<file path="config.mk">
export PLATFORM = sky130hd
export DESIGN_NAME = acpc_ctrl
export DESIGN_NICKNAME = d
export VERILOG_FILES = /design/src/acpc_pkg.sv /design/src/acpc_ctrl.sv /design/src/acpc_pin_gate.sv
export VERILOG_INCLUDE_DIRS = /design/src
export SDC_FILE = /design/constraint.sdc
export NUM_CORES = 1
export LEC_CHECK = 0
export BUFFER_PORTS_ARGS = -buffer_cell sky130_fd_sc_hd__buf_2
export CORE_UTILIZATION = 43
export DETAILED_ROUTE_END_ITERATION = 10
export PLACE_DENSITY = 0.76
export SYNTH_ARGS = -nofsm -noshare
export SYNTH_HDL_FRONTEND = slang
export SYNTH_SLANG_ARGS = --single-unit
</file>
<file path="constraint.sdc">
create_clock -name core_clk -period 1.7 [get_ports core_clk]
set_clock_uncertainty 0.1 [all_clocks]
set_input_delay 0.34 -clock core_clk [delete_from_list [all_inputs] [get_ports core_clk]]
set_output_delay 0.34 -clock core_clk [all_outputs]
set_load 0.01 [all_outputs]
</file>
<file path="src/acpc_cfg.svh">
// offsets, field positions, reset values and timing counts for the converter control block
`ifndef ACPC_CFG_SVH
`define ACPC_CFG_SVH
`define ACPC_OFS_CFG 4'h0
`define ACPC_OFS_PIN_LOW 4'h4
`define ACPC_OFS_PIN_MID 4'h8
`define ACPC_OFS_STATUS 4'hC
`define ACPC_BIT_LOW_POWER 7
`define ACPC_DIV_HI 6
`define ACPC_DIV_LO 5
`define ACPC_BIT_LONG_SAMPLE 4
`define ACPC_RES_HI 3
`define ACPC_RES_LO 2
`define ACPC_CLK_HI 1
`define ACPC_CLK_LO 0
`define ACPC_RST_CFG 8'h00
`define ACPC_RST_PIN 8'h00
`define ACPC_ACCESS_NS 50
`define ACPC_CLK_NS 50
`define ACPC_ACCESS_CYC ((`ACPC_ACCESS_NS + `ACPC_CLK_NS - 1) / `ACPC_CLK_NS)
`endif

</file>
<file path="src/acpc_pkg.sv">
// types shared by the converter control block
package acpc_pkg;
  typedef enum logic [2:0] {
    ACPC_IDLE = 3'b001,
    ACPC_BUSY = 3'b010,
    ACPC_DONE = 3'b100
  } acpc_bus_e;
  typedef enum logic [1:0] {
    ACPC_RES_8 = 2'h0,
    ACPC_RES_12 = 2'h1,
    ACPC_RES_10 = 2'h2,
    ACPC_RES_RSV = 2'h3
  } acpc_res_e;
  typedef enum logic [1:0] {
    ACPC_SRC_BUS = 2'h0,
    ACPC_SRC_BUS_HALF = 2'h1,
    ACPC_SRC_ALT = 2'h2,
    ACPC_SRC_ASYNC = 2'h3
  } acpc_src_e;
endpackage : acpc_pkg

</file>
<file path="src/acpc_ctrl.sv">
// converter configuration and analog pin release registers on an avalon-mm slave
`timescale 1ns/1ns
`include "acpc_cfg.svh"
module acpc_ctrl (
  input wire logic core_clk,
  input wire logic resetn,
  input wire logic [3:0] avs_address,
  input wire logic avs_read,
  input wire logic avs_write,
  input wire logic [31:0] avs_writedata,
  input wire logic [3:0] avs_byteenable,
  output logic [31:0] avs_readdata,
  output logic avs_waitrequest,
  output logic [1:0] avs_response,
  output logic low_power_select,
  output logic [1:0] clock_divider_select,
  output logic long_sample_select,
  output logic [1:0] resolution_select,
  output logic [1:0] input_clock_select,
  output logic result_invalid,
  input wire logic result_valid_clear,
  input wire logic [15:0] port_out,
  input wire logic [15:0] port_oe,
  input wire logic [15:0] port_pullup,
  input wire logic [15:0] pin_in,
  output logic [15:0] pad_out,
  output logic [15:0] pad_oe,
  output logic [15:0] pad_pullup,
  output logic [15:0] port_in,
  output logic [15:0] analog_release
);
  typedef struct packed {
    acpc_pkg::acpc_bus_e fsm;
    logic [7:0] cfg;
    logic [7:0] pin_low;
    logic [7:0] pin_mid;
    logic [31:0] rdata;
    logic [1:0] resp;
    logic wreq;
    logic invalid;
  } acpc_ctrl_s;
  acpc_ctrl_s st_r;
  acpc_ctrl_s st_nxt;
  logic [15:0] release_bits;
  logic [7:0] cfg_w;

  assign release_bits = {st_r.pin_mid, st_r.pin_low};

  always_comb begin
    st_nxt = st_r;
    cfg_w = st_r.cfg;
    // waitrequest kept as its own flop so the pin needs no inverter
    st_nxt.wreq = 1'b1;
    // hardware clear from the result side loses to a fresh resolution change
    if (result_valid_clear) begin
      st_nxt.invalid = 1'b0;
    end
    case (st_r.fsm)
      acpc_pkg::ACPC_IDLE: begin
        if (avs_read || avs_write) begin
          st_nxt.fsm = acpc_pkg::ACPC_BUSY;
        end
      end
      acpc_pkg::ACPC_BUSY: begin
        st_nxt.resp = 2'h0;
        st_nxt.rdata = 32'h0;
        if (avs_write) begin
          case (avs_address)
            `ACPC_OFS_CFG: begin
              if (avs_byteenable[0]) begin
                cfg_w = avs_writedata[7:0];
                st_nxt.cfg = cfg_w;
                if (cfg_w[`ACPC_RES_HI:`ACPC_RES_LO] != st_r.cfg[`ACPC_RES_HI:`ACPC_RES_LO]) begin
                  st_nxt.invalid = 1'b1;
                end
              end
            end
            `ACPC_OFS_PIN_LOW: begin
              if (avs_byteenable[0]) begin
                st_nxt.pin_low = avs_writedata[7:0];
              end
            end
            `ACPC_OFS_PIN_MID: begin
              if (avs_byteenable[0]) begin
                st_nxt.pin_mid = avs_writedata[7:0];
              end
            end
            `ACPC_OFS_STATUS: begin
            end
            default: begin
              st_nxt.resp = 2'h3;
            end
          endcase
        end else begin
          case (avs_address)
            `ACPC_OFS_CFG: st_nxt.rdata = {24'h0, st_r.cfg};
            `ACPC_OFS_PIN_LOW: st_nxt.rdata = {24'h0, st_r.pin_low};
            `ACPC_OFS_PIN_MID: st_nxt.rdata = {24'h0, st_r.pin_mid};
            `ACPC_OFS_STATUS: st_nxt.rdata = {31'h0, st_r.invalid};
            default: st_nxt.resp = 2'h3;
          endcase
        end
        st_nxt.wreq = 1'b0;
        st_nxt.fsm = acpc_pkg::ACPC_DONE;
      end
      acpc_pkg::ACPC_DONE: begin
        // one idle cycle so a held request is not taken twice
        st_nxt.fsm = acpc_pkg::ACPC_IDLE;
      end
      default: begin
        st_nxt.fsm = acpc_pkg::ACPC_IDLE;
      end
    endcase
  end

  always_ff @(posedge core_clk or negedge resetn) begin
    if (!resetn) begin
      st_r.fsm <= acpc_pkg::ACPC_IDLE;
      st_r.cfg <= `ACPC_RST_CFG;
      st_r.pin_low <= `ACPC_RST_PIN;
      st_r.pin_mid <= `ACPC_RST_PIN;
      st_r.rdata <= 32'h0;
      st_r.resp <= 2'h0;
      st_r.wreq <= 1'b1;
      st_r.invalid <= 1'b0;
    end else begin
      st_r <= st_nxt;
    end
  end

  assign avs_readdata = st_r.rdata;
  assign avs_waitrequest = st_r.wreq;
  assign avs_response = st_r.resp;
  assign low_power_select = st_r.cfg[`ACPC_BIT_LOW_POWER];
  assign clock_divider_select = st_r.cfg[`ACPC_DIV_HI:`ACPC_DIV_LO];
  assign long_sample_select = st_r.cfg[`ACPC_BIT_LONG_SAMPLE];
  assign resolution_select = st_r.cfg[`ACPC_RES_HI:`ACPC_RES_LO];
  assign input_clock_select = st_r.cfg[`ACPC_CLK_HI:`ACPC_CLK_LO];
  assign result_invalid = st_r.invalid;
  assign analog_release = release_bits;

  for (genvar i = 0; i < 16; i++) begin : g_pin
    acpc_pin_gate u_gate (
      .core_clk(core_clk),
      .resetn(resetn),
      .release_bit(release_bits[i]),
      .port_out(port_out[i]),
      .port_oe(port_oe[i]),
      .port_pullup(port_pullup[i]),
      .pin_in(pin_in[i]),
      .pad_out(pad_out[i]),
      .pad_oe(pad_oe[i]),
      .pad_pullup(pad_pullup[i]),
      .port_in(port_in[i])
    );
  end
endmodule : acpc_ctrl

</file>
<file path="src/acpc_pin_gate.sv">
// one analog pin gate: releases port control of a pin while its bit is set
`timescale 1ns/1ns
module acpc_pin_gate (
  input wire logic core_clk,
  input wire logic resetn,
  input wire logic release_bit,
  input wire logic port_out,
  input wire logic port_oe,
  input wire logic port_pullup,
  input wire logic pin_in,
  output logic pad_out,
  output logic pad_oe,
  output logic pad_pullup,
  output logic port_in
);
  typedef struct packed {
    logic out;
    logic oe;
    logic pu;
    logic sync1;
    logic sync2;
    logic rd;
  } acpc_gate_s;
  acpc_gate_s st_r;
  acpc_gate_s st_nxt;

  always_comb begin
    st_nxt = st_r;
    st_nxt.sync1 = pin_in;
    st_nxt.sync2 = st_r.sync1;
    st_nxt.out = port_out & ~release_bit;
    st_nxt.oe = port_oe & ~release_bit;
    st_nxt.pu = port_pullup & ~release_bit;
    st_nxt.rd = st_r.sync2 & ~release_bit;
  end

  always_ff @(posedge core_clk or negedge resetn) begin
    if (!resetn) begin
      st_r <= '0;
    end else begin
      st_r <= st_nxt;
    end
  end

  assign pad_out = st_r.out;
  assign pad_oe = st_r.oe;
  assign pad_pullup = st_r.pu;
  assign port_in = st_r.rd;
endmodule : acpc_pin_gate

</file>
Word-level counts from Yosys, hierarchy flattened
Index checks and enable logic that the tools add are counted.
{"block": "word_totals", "n_memories": 0, "latch_bits": 0, "regBits": 135, "mem_bits_ro": 0, "output_inout_bits": 124, "ramBits": 0, "word_cells": 208}
{"block": "classes", "order_cmp": 0, "n_shift": 0, "eq_ne": 7, "add_sub_neg": 0, "n_bitwise": 80, "reduce_logical": 6, "div_mod_pow": 0, "multipliers": 0, "muxes": 11}
{"cell": "$and 1x1->1", "count": 64}
{"cell": "$pmux 8 s4", "count": 1}
{"cell": "$not 1->1", "count": 16}
{"cell": "$reduce_and 4->1", "count": 3}
{"cell": "$eq 4x4->1 const B", "count": 2}
{"cell": "$mux 8", "count": 1}
{"cell": "$pmux 3 s2", "count": 1}
{"cell": "$mux 1", "count": 5}
{"cell": "$eq 4x3->1 const B", "count": 1}
{"cell": "$logic_not 4->1", "count": 1}
{"cell": "$mux 2", "count": 2}
{"cell": "$reduce_or 4->1", "count": 1}
{"cell": "$eq 3x1->1 const B", "count": 1}
{"cell": "$eq 3x2->1 const B", "count": 1}
{"cell": "$mux 3", "count": 1}
{"cell": "$ne 2x2->1", "count": 1}
{"cell": "$ne 2x2->1 const B", "count": 1}
{"cell": "$logic_or 1x1->1", "count": 1}

Depth between registers and ports, before layout
Gate-level depths: netlist (run 1).
{"block": "depth", "ltp_word": 6, "ltp_mapped": 5}

Hierarchy
A second synthesis (run 1) with hierarchy kept.
{"block": "unflattened", "hier_cells": 338, "hier_area_um2": 4895.9}
{"module": "acpc_pin_gate", "cells_per_inst": 10, "instances": 16, "area_each_um2": 175.2, "seq_area_each_um2": 150.1}
{"module": "acpc_ctrl", "cells_per_inst": 178, "instances": 1, "area_each_um2": 2093.3, "seq_area_each_um2": 953.4}

Worst setup path after synthesis (run 1)
OpenSTA, ideal clock, no wires.
{"block": "synth_path", "path_type": "input-to-reg", "start": "in avs_address[3]", "end": "reg st_r, in the netlist clock_divider_select[0]", "setup_slack_ns": 0.058, "t_arrival_ns": 1.417, "n_path_buf": 2, "stages": 5, "path_cell_list": "buf_6 nor3_4 and4_1 buf_4 mux2_2"}
{"block": "synth_via", "elab_chain_cells": 2}
{"element": "start: declaration", "line_no": "acpc_ctrl.sv:7", "source": "input wire logic [3:0] avs_address,"}
{"element": "$logic_not 4->1", "line_no": "acpc_ctrl.sv:68", "source": "case (avs_address)"}
{"element": "$reduce_and 4->1 (no line)"}
{"element": "end signal: assignment", "line_no": "acpc_ctrl.sv:127", "source": "st_r <= st_nxt;"}
{"element": "end: declaration", "line_no": "acpc_ctrl.sv:42", "source": "acpc_ctrl_s st_r;"}
Every way passes these cells.
A chain may end at the register's enable or synchronous reset.

Final worst setup path (run 1)
{"block": "layout_path", "start": "reg st_r[62] in the netlist's numbering", "end": "reg st_r, in the netlist long_sample_select"}
{"block": "layout_via", "elab_chain_cells": 2}
{"element": "$eq 3x2->1", "line_no": "acpc_ctrl.sv:58", "source": "case (st_r.fsm)"}
{"element": "$reduce_and 4->1 (no line)"}
Every way passes these cells.

==> metrics.txt, run 1 <==
status completed; ranking of synthesized cells by area dfrtp_1 61%, buf_4 17%, nor2b_1 7.7%; diodes inserted 0; HP Class in2reg; Clock Latency Late Sink 0.41 ns; RSZ-0062 raised after global routing no; sw power between 0.002 and 0.0025 W; Setup Fix Bufs, Post-CTS 0; Yosys cell types 31; combinational power share 12.3%; final WL 10300 um; post-route cell area approximately 6700 sq um; layout cells sized above 1 between 40% and 50%; initial drt markers 87; Cells after DPL 672; Worst Path Arrival 1.83 ns; vias per cell 4.32; Final Instance Count excl. Fillers 721; clock network power share 45.4%; total die area 13000 sq um; Power Dens Cells between 1000 and 1500 nW/um^2; Seq cells post-synth 134; Setup TNS Final 0 ns; syn_area_per_cell roughly 13 sq um; CTS sink cnt 134; HPWL Detailed 7500 um; reg2reg setup slack a little over 0.06 ns; ys flop type dfrtp_1; grt ovf 0; dpl cell area 5870 sq um; Netlist Area Pre-Place 5380 sq um; Final Hold Fails 0; Yosys top cell area share 61.4%; yosys warns 0; Post-DRT Antenna Nets 0; Core Rows 40; IO Pins 233; R2R Path End long_sample_select$_DFFE_PN0P_; EDFF count, synth 0; sequential-to-total area share from yosys stat 62.4%; wire length per cell 14.3 um; Final Max Tran Viols 0; Highest Clock Rate 0.611 GHz; GRT Resource Usage Total 16.8%; leading area contributor after synthesis dfrtp_1; 1st-pass router iterations 4; startpoint types register; FF-to-FF path depth 4; grt met2 use 28.1%; number of buffers added on ports 181; cts bufs inserted 17; H-tree depth 4; crit end category register; Reg clk slew, reported paths 0.06 ns; CTS max path bufs 2; ys async rst share 100%; Initial Utilization 44.4%; Data required, critical path 1.89 ns; vias in the first global route roughly 3300; Final GP Congestion 0.764; P_int 0.00679 W; Nets between 600 and 700; M1 GR Usage 19.0%; root buffer cell clkbuf_16; final setup fails 0; initial antenna violation count 0; hold_sp port_out[13]; most frequent cell after synthesis dfrtp_1; Worst Hold Depth 2; area of the core 12100 sq um; Die Wd 114 um; minimum clock period 1.64 ns; Layout Area Growth over Synthesis 24.8%; busiest grt layer met2; number of remaining DRC errors 0; largest net degree at the start of global routing 48; TritonCTS clock tree done; first-pass GRT wire length between 15000 and 20000 um; VDD IR max 0.810 mV; cells after synthesis a little over 400; worst-path fanout max 4; Synth top cells by count 132 x dfrtp_1, 122 x buf_4, 66 x nor2b_1, 30 x mux2_2, 8 x nand2_1; crit path kind reg2reg; max-cap violations 0; period utilization 96.3%; M3 GR Usage under 10%; Flop pwr share 42.4%; Leak 3.45 nW; Die Ht around 110 um; via count about 3100; end of the worst hold path g_pin[13].u_gate.pad_out$_DFF_PN0_; switching share of power 23.5%; reg2reg start st_r[62]$_DFFE_PN0P_
==> per-layer routing <==
layer  up-vias  part of all wire (%)
met2       136                    50
met1      1526                    40
met4         0                   2.4
met3        18                   7.3
li1       1433                     -
met5         -                     0
==> layout by cell type, fill, tap and decap left out, types with 3 or more instances in the layout <==
cell type | synthesis | final
nor2b_1 | 66 | 66
clkbuf_16 | 0 | 17
buf_2 | 1 | 180
inv_1 | 3 | 3
mux2_2 | 30 | 30
clkinvlp_4 | 0 | 4
clkbuf_8 | 0 | 3
nor2_1 | 3 | 3
buf_12 | 0 | 4
o21ai_0 | 6 | 6
dlygate4sd3_1 | 0 | 17
a22o_1 | 3 | 3
buf_4 | 122 | 18
a22oi_1 | 5 | 5
bufinv_16 | 0 | 5
dfrtp_1 | 132 | 132
conb_1 | 1 | 24
nand2_1 | 8 | 8
==> worst max-delay path, stage by stage, from the launching register on <==
cell and delay, ns:
dfrtp_1 0.40, nor3b_4 0.26, and4_4 0.28, buf_4 0.15, mux2_2 0.33
==> cells by family (layout without fill, tap and decap cells) <==
family	Yosys count	after routing	synth area share (%)
simple gates	87	87	10.5
flops	134	134	62.4
compound gates	19	19	2.47
other cells	1	24	0.0697
buf+inv	128	255	17.6
mux	32	32	6.65
xor+xnor	2	2	0.326
==> sequential cells by signal, summed over array words and instances (netlist names) <==
signal,count
result_invalid,1
g_pin.u_gate.pad_out,16
g_pin.u_gate.st_r,16
input_clock_select,2
clock_divider_select,2
g_pin.u_gate.port_in,16
long_sample_select,1
g_pin.u_gate.st_nxt,16
low_power_select,1
resolution_select,2
avs_waitrequest,1
st_r,3
g_pin.u_gate.pad_pullup,16
analog_release,16
g_pin.u_gate.pad_oe,16
avs_response,1
avs_readdata,8
==> power by group through the flow <==
stage / clock network (W) / registers, W / logic [W]
CTS: 0.00410 / 0.00376 / 0.00110
global placement: 0 / 0.00379 / 0.00103
floorplan: 0 / 0.00376 / 0.000906
detailed placement: 0 / 0.00382 / 0.00106
global route: 0.00426 / 0.00381 / 0.00121
finish: 0.00403 / 0.00376 / 0.00109
==> worst max path at each step <==
| stage | startpoint | depth (start not counted) | slack, ns | end |
|---|---|---|---|---|
| finish | st_r[62]$_DFFE_PN0P_ | 4 | 0.06 | long_sample_select$_DFFE_PN0P_ |
| detailed placement | avs_address[1] | 5 | -0.02 | analog_release[12]$_DFFE_PN0P_ |
| CTS | st_r[62]$_DFFE_PN0P_ | 4 | 0.02 | long_sample_select$_DFFE_PN0P_ |
| global route | st_r[62]$_DFFE_PN0P_ | 4 | 0.02 | input_clock_select[0]$_DFFE_PN0P_ |
| floorplan | avs_address[3] | 5 | 0.06 | clock_divider_select[0]$_DFFE_PN0P_ |
| global placement | avs_address[1] | 5 | 0.02 | analog_release[8]$_DFFE_PN0P_ |
==> per-stage QoR <==
| step | power, W | hold WS, ns | worst slack [ns] | utilization [%] |
|---|---|---|---|---|
| 6_report | 0.00888 | 0.0421 | 0.0622 | 55.4 |
| 5_1_grt | 0.00927 | 0.0320 | 0.0193 | 55.4 |
| 4_1_cts | 0.00896 | 0.0314 | 0.0176 | 55.4 |
| 3_5_place_dp | 0.00488 | 0.210 | -0.0238 | 48.4 |
| 3_3_place_gp | 0.00482 | 0.201 | 0.0244 | 48.4 |
| 2_1_floorplan | 0.00466 | -0.0556 | 0.0580 | - |
==> final cells by class <==
cell class                      count  area, sq um
Clock inverter                     12          199
Sequential cell                   134         3360
Tap cell                          168          210
Clock buffer                       20          467
Fill cell                        1064         5400
Inverter                            3         11.3
Timing Repair Buffer              220         1300
Multi-Input combinational cell    164         1170
==> timing repair <==
item / CTS / global route
endpoints found under the setup margin: 3 / 7
hold endpoints to repair: 57 / 0
resized for setup: 1 / 1
hold buffers: 17 / 0
Power figures use the tool's default switching activity.
==> run 2, diff against run 1 <==
CORE_UTILIZATION = 47   (was 43)
PLACE_DENSITY = 0.79   (was 0.76)
clock period = 1.8 ns   (was 1.7 ns; I/O delays follow)
==> metrics.txt, run 2 (synthesis results as in run 1) <==
Highest Clock Rate 0.602 GHz (-1.5%); slowest CP cell dfrtp_1; via count 3131 (+0.58%); number of buffers added on ports 181 (unchanged); Core Rows 38 (-5.0%); Initial Utilization 49.0% (+4.6 points); crit end category register; layout cells sized above 1 48.3% (-0.93 points); Leak 3.41 nW (-1.2%); initial antenna violation count 0 (unchanged); switching share of power 23.8% (+0.29 points); final setup fails 0 (unchanged); HP Class in2reg; fill count 858 (-19%); most common cell after layout, fill and taps aside buf_2; Flop pwr share 43.2% (+0.8 points); met1 wire length 3570 um (-13%); post-route cell area 6570 sq um (-2.1%); GRT Resource Usage Total 17.7% (+0.87 points); Layout Area Growth over Synthesis 22.1%; Worst Path Arrival 1.86 ns (+0.03 ns); Setup Fix Bufs, Post-CTS 0 (unchanged); met3 WL 907 um (+21%); HPWL Detailed 7160 um (-4.5%); Final GP Congestion 0.754 (-1.3%); final WL 9810 um (-4.7%); total die area 11900 sq um (-8.4%); startpoint types register; Reg clk slew, reported paths 0.06 ns (about the same); VDD IR max 0.864 mV (+6.7%); period utilization 92.3% (-4.0 points); Top delay family on crit path simple AND/OR/NAND/NOR gates; combinational power share 12.3% (about the same); Post-DRT Antenna Nets 0 (unchanged); worst path cell trace nor3b_4 > nand4_2 > mux2_2; CTS sink cnt 134 (unchanged); vias per cell 4.56 (+5.7%); cts bufs inserted 17 (unchanged); root buffer cell clkbuf_16; vias in the first global route 3199 (-2.4%); largest net degree at the start of global routing 42 (-13%); CP bufs+invs 0 (-1); Die Ht 109 um (-4.3%); crit path kind reg2reg; initial drt markers 124 (+43%); Clock Latency Late Sink 0.41 ns (about the same); top layer in use met4; dpl cell area 5750 sq um (-2.0%); Power Dens Cells 1250 nW/um^2 (-5.4%); CTS max path bufs 2 (unchanged); P_int 0.00626 W (-7.7%); Die Wd 109 um (-4.3%); minimum clock period 1.66 ns (+0.0243 ns); clock network power share 44.5% (-0.9 points); worst-path fanout max 8 (+4); TritonCTS clock tree done; Nets 641 (-1.2%); max-cap violations 0 (unchanged); grt ovf 0 (unchanged); number of remaining DRC errors 0 (unchanged); area of the core 11000 sq um (-9.3%); Final Max Tran Viols 0 (unchanged); Final Hold Fails 0 (unchanged); first-pass GRT wire length 15100 um (-6.3%); critical path's largest stage delay 0.40 ns (about the same); Setup TNS Final 0 ns (unchanged); IO Pins 233 (unchanged); RSZ-0062 raised after global routing yes; status completed; wire length per cell 14.3 um (+0.21%); most frequent cells in the layout 180 x buf_2, 132 x dfrtp_1, 66 x nor2b_1, 30 x mux2_2, 24 x conb_1; Data required, critical path 2.00 ns (+0.11 ns); H-tree depth 4 (unchanged); 1st-pass router iterations 5 (+1); Met2 Wirelength 5140 um (-1.1%); sw power 0.00196 W (-6.2%)
run 2: cell types whose count changed in the layout (fill, tap and decap cells not counted), sizes merged:
cell | previous run | this run
clkinv | 3 | 8
diode | 0 | 1
bufinv | 5 | 4
clkinvlp | 4 | 0
buf | 203 | 195
run 2: final cells by class:
type | count | area [sq um] | area share [%]
clock inverters | 12 | 175 | 2.67
inverters | 3 | 11.3 | 0.171
clock buffers | 20 | 467 | 7.11
multi-input cells | 164 | 1170 | 17.8
repair buffers | 212 | 1210 | 18.5
diodes | 1 | 2.50 | 0.0381
flip-flops and latches | 134 | 3360 | 51.1
well taps | 140 | 175 | 2.67
run 2: final timing paths:
check                                                     startpoint                                   end  slack (ns)  depth (start not counted)
worst max-delay path                            st_r[62]$_DFFE_PN0P_         analog_release[1]$_DFFE_PN0P_        0.14                          3
worst max register to register                  st_r[62]$_DFFE_PN0P_         analog_release[1]$_DFFE_PN0P_        0.14                          3
worst min-delay path                                  port_pullup[6]  g_pin[6].u_gate.pad_pullup$_DFF_PN0_        0.06                          2
worst min register to register  g_pin[11].u_gate.st_nxt[1]$_DFF_PN0_    g_pin[11].u_gate.st_r[1]$_DFF_PN0_        0.25                          0
min in group asynchronous                                     resetn    g_pin[14].u_gate.st_r[1]$_DFF_PN0_        0.33                          2
max in group asynchronous                                     resetn     g_pin[0].u_gate.st_r[1]$_DFF_PN0_        0.65                          3
run 2: through the flow:
step | util [%] | hold slack (ns) | setup WS [ns] | power (W) | instances
final | 59.8 | 0.0629 | 0.138 | 0.00822 | 686
after global routing | 59.8 | 0.0422 | 0.00569 | 0.00861 | 685
after CTS | 59.7 | 0.0442 | 0.0537 | 0.00831 | 685
after detailed placement | 52.3 | 0.193 | 0.00552 | 0.00459 | 636
after global placement | 52.3 | 0.182 | 0.0649 | 0.00454 | 636
after floorplan | - | -0.0356 | 0.138 | 0.00441 | 426
run 2: power by group through the flow:
stage	Clock (W)	Sequential, W	Combinational, W
after detailed placement	0	0.00360	0.000985
after global placement	0	0.00358	0.000958
after floorplan	0	0.00355	0.000856
after CTS	0.00374	0.00355	0.00102
final	0.00366	0.00355	0.00101
after global routing	0.00389	0.00360	0.00112
run 2: repair_timing:
| item | 4_1_cts | 5_1_grt |
|---|---|---|
| gates resized for setup | 0 | 1 |
| hold buffers | 17 | 0 |
| setup endpoints to repair | 0 | 24 |
| endpoints found under the hold margin | 50 | 0 |
run 2: worst register-to-register path, stage by stage, from the launching register on:
cell	delay [ns]
dfrtp_1	0.40
nor3b_4	0.28
nand4_2	0.37
mux2_2	0.39
run 2: metal layers:
layer  up-vias  GRT usage [%]
met2       141           30.1
met3        16           7.59
li1       1420              -
met5         -              0
met4         0           8.98
met1      1554           18.5
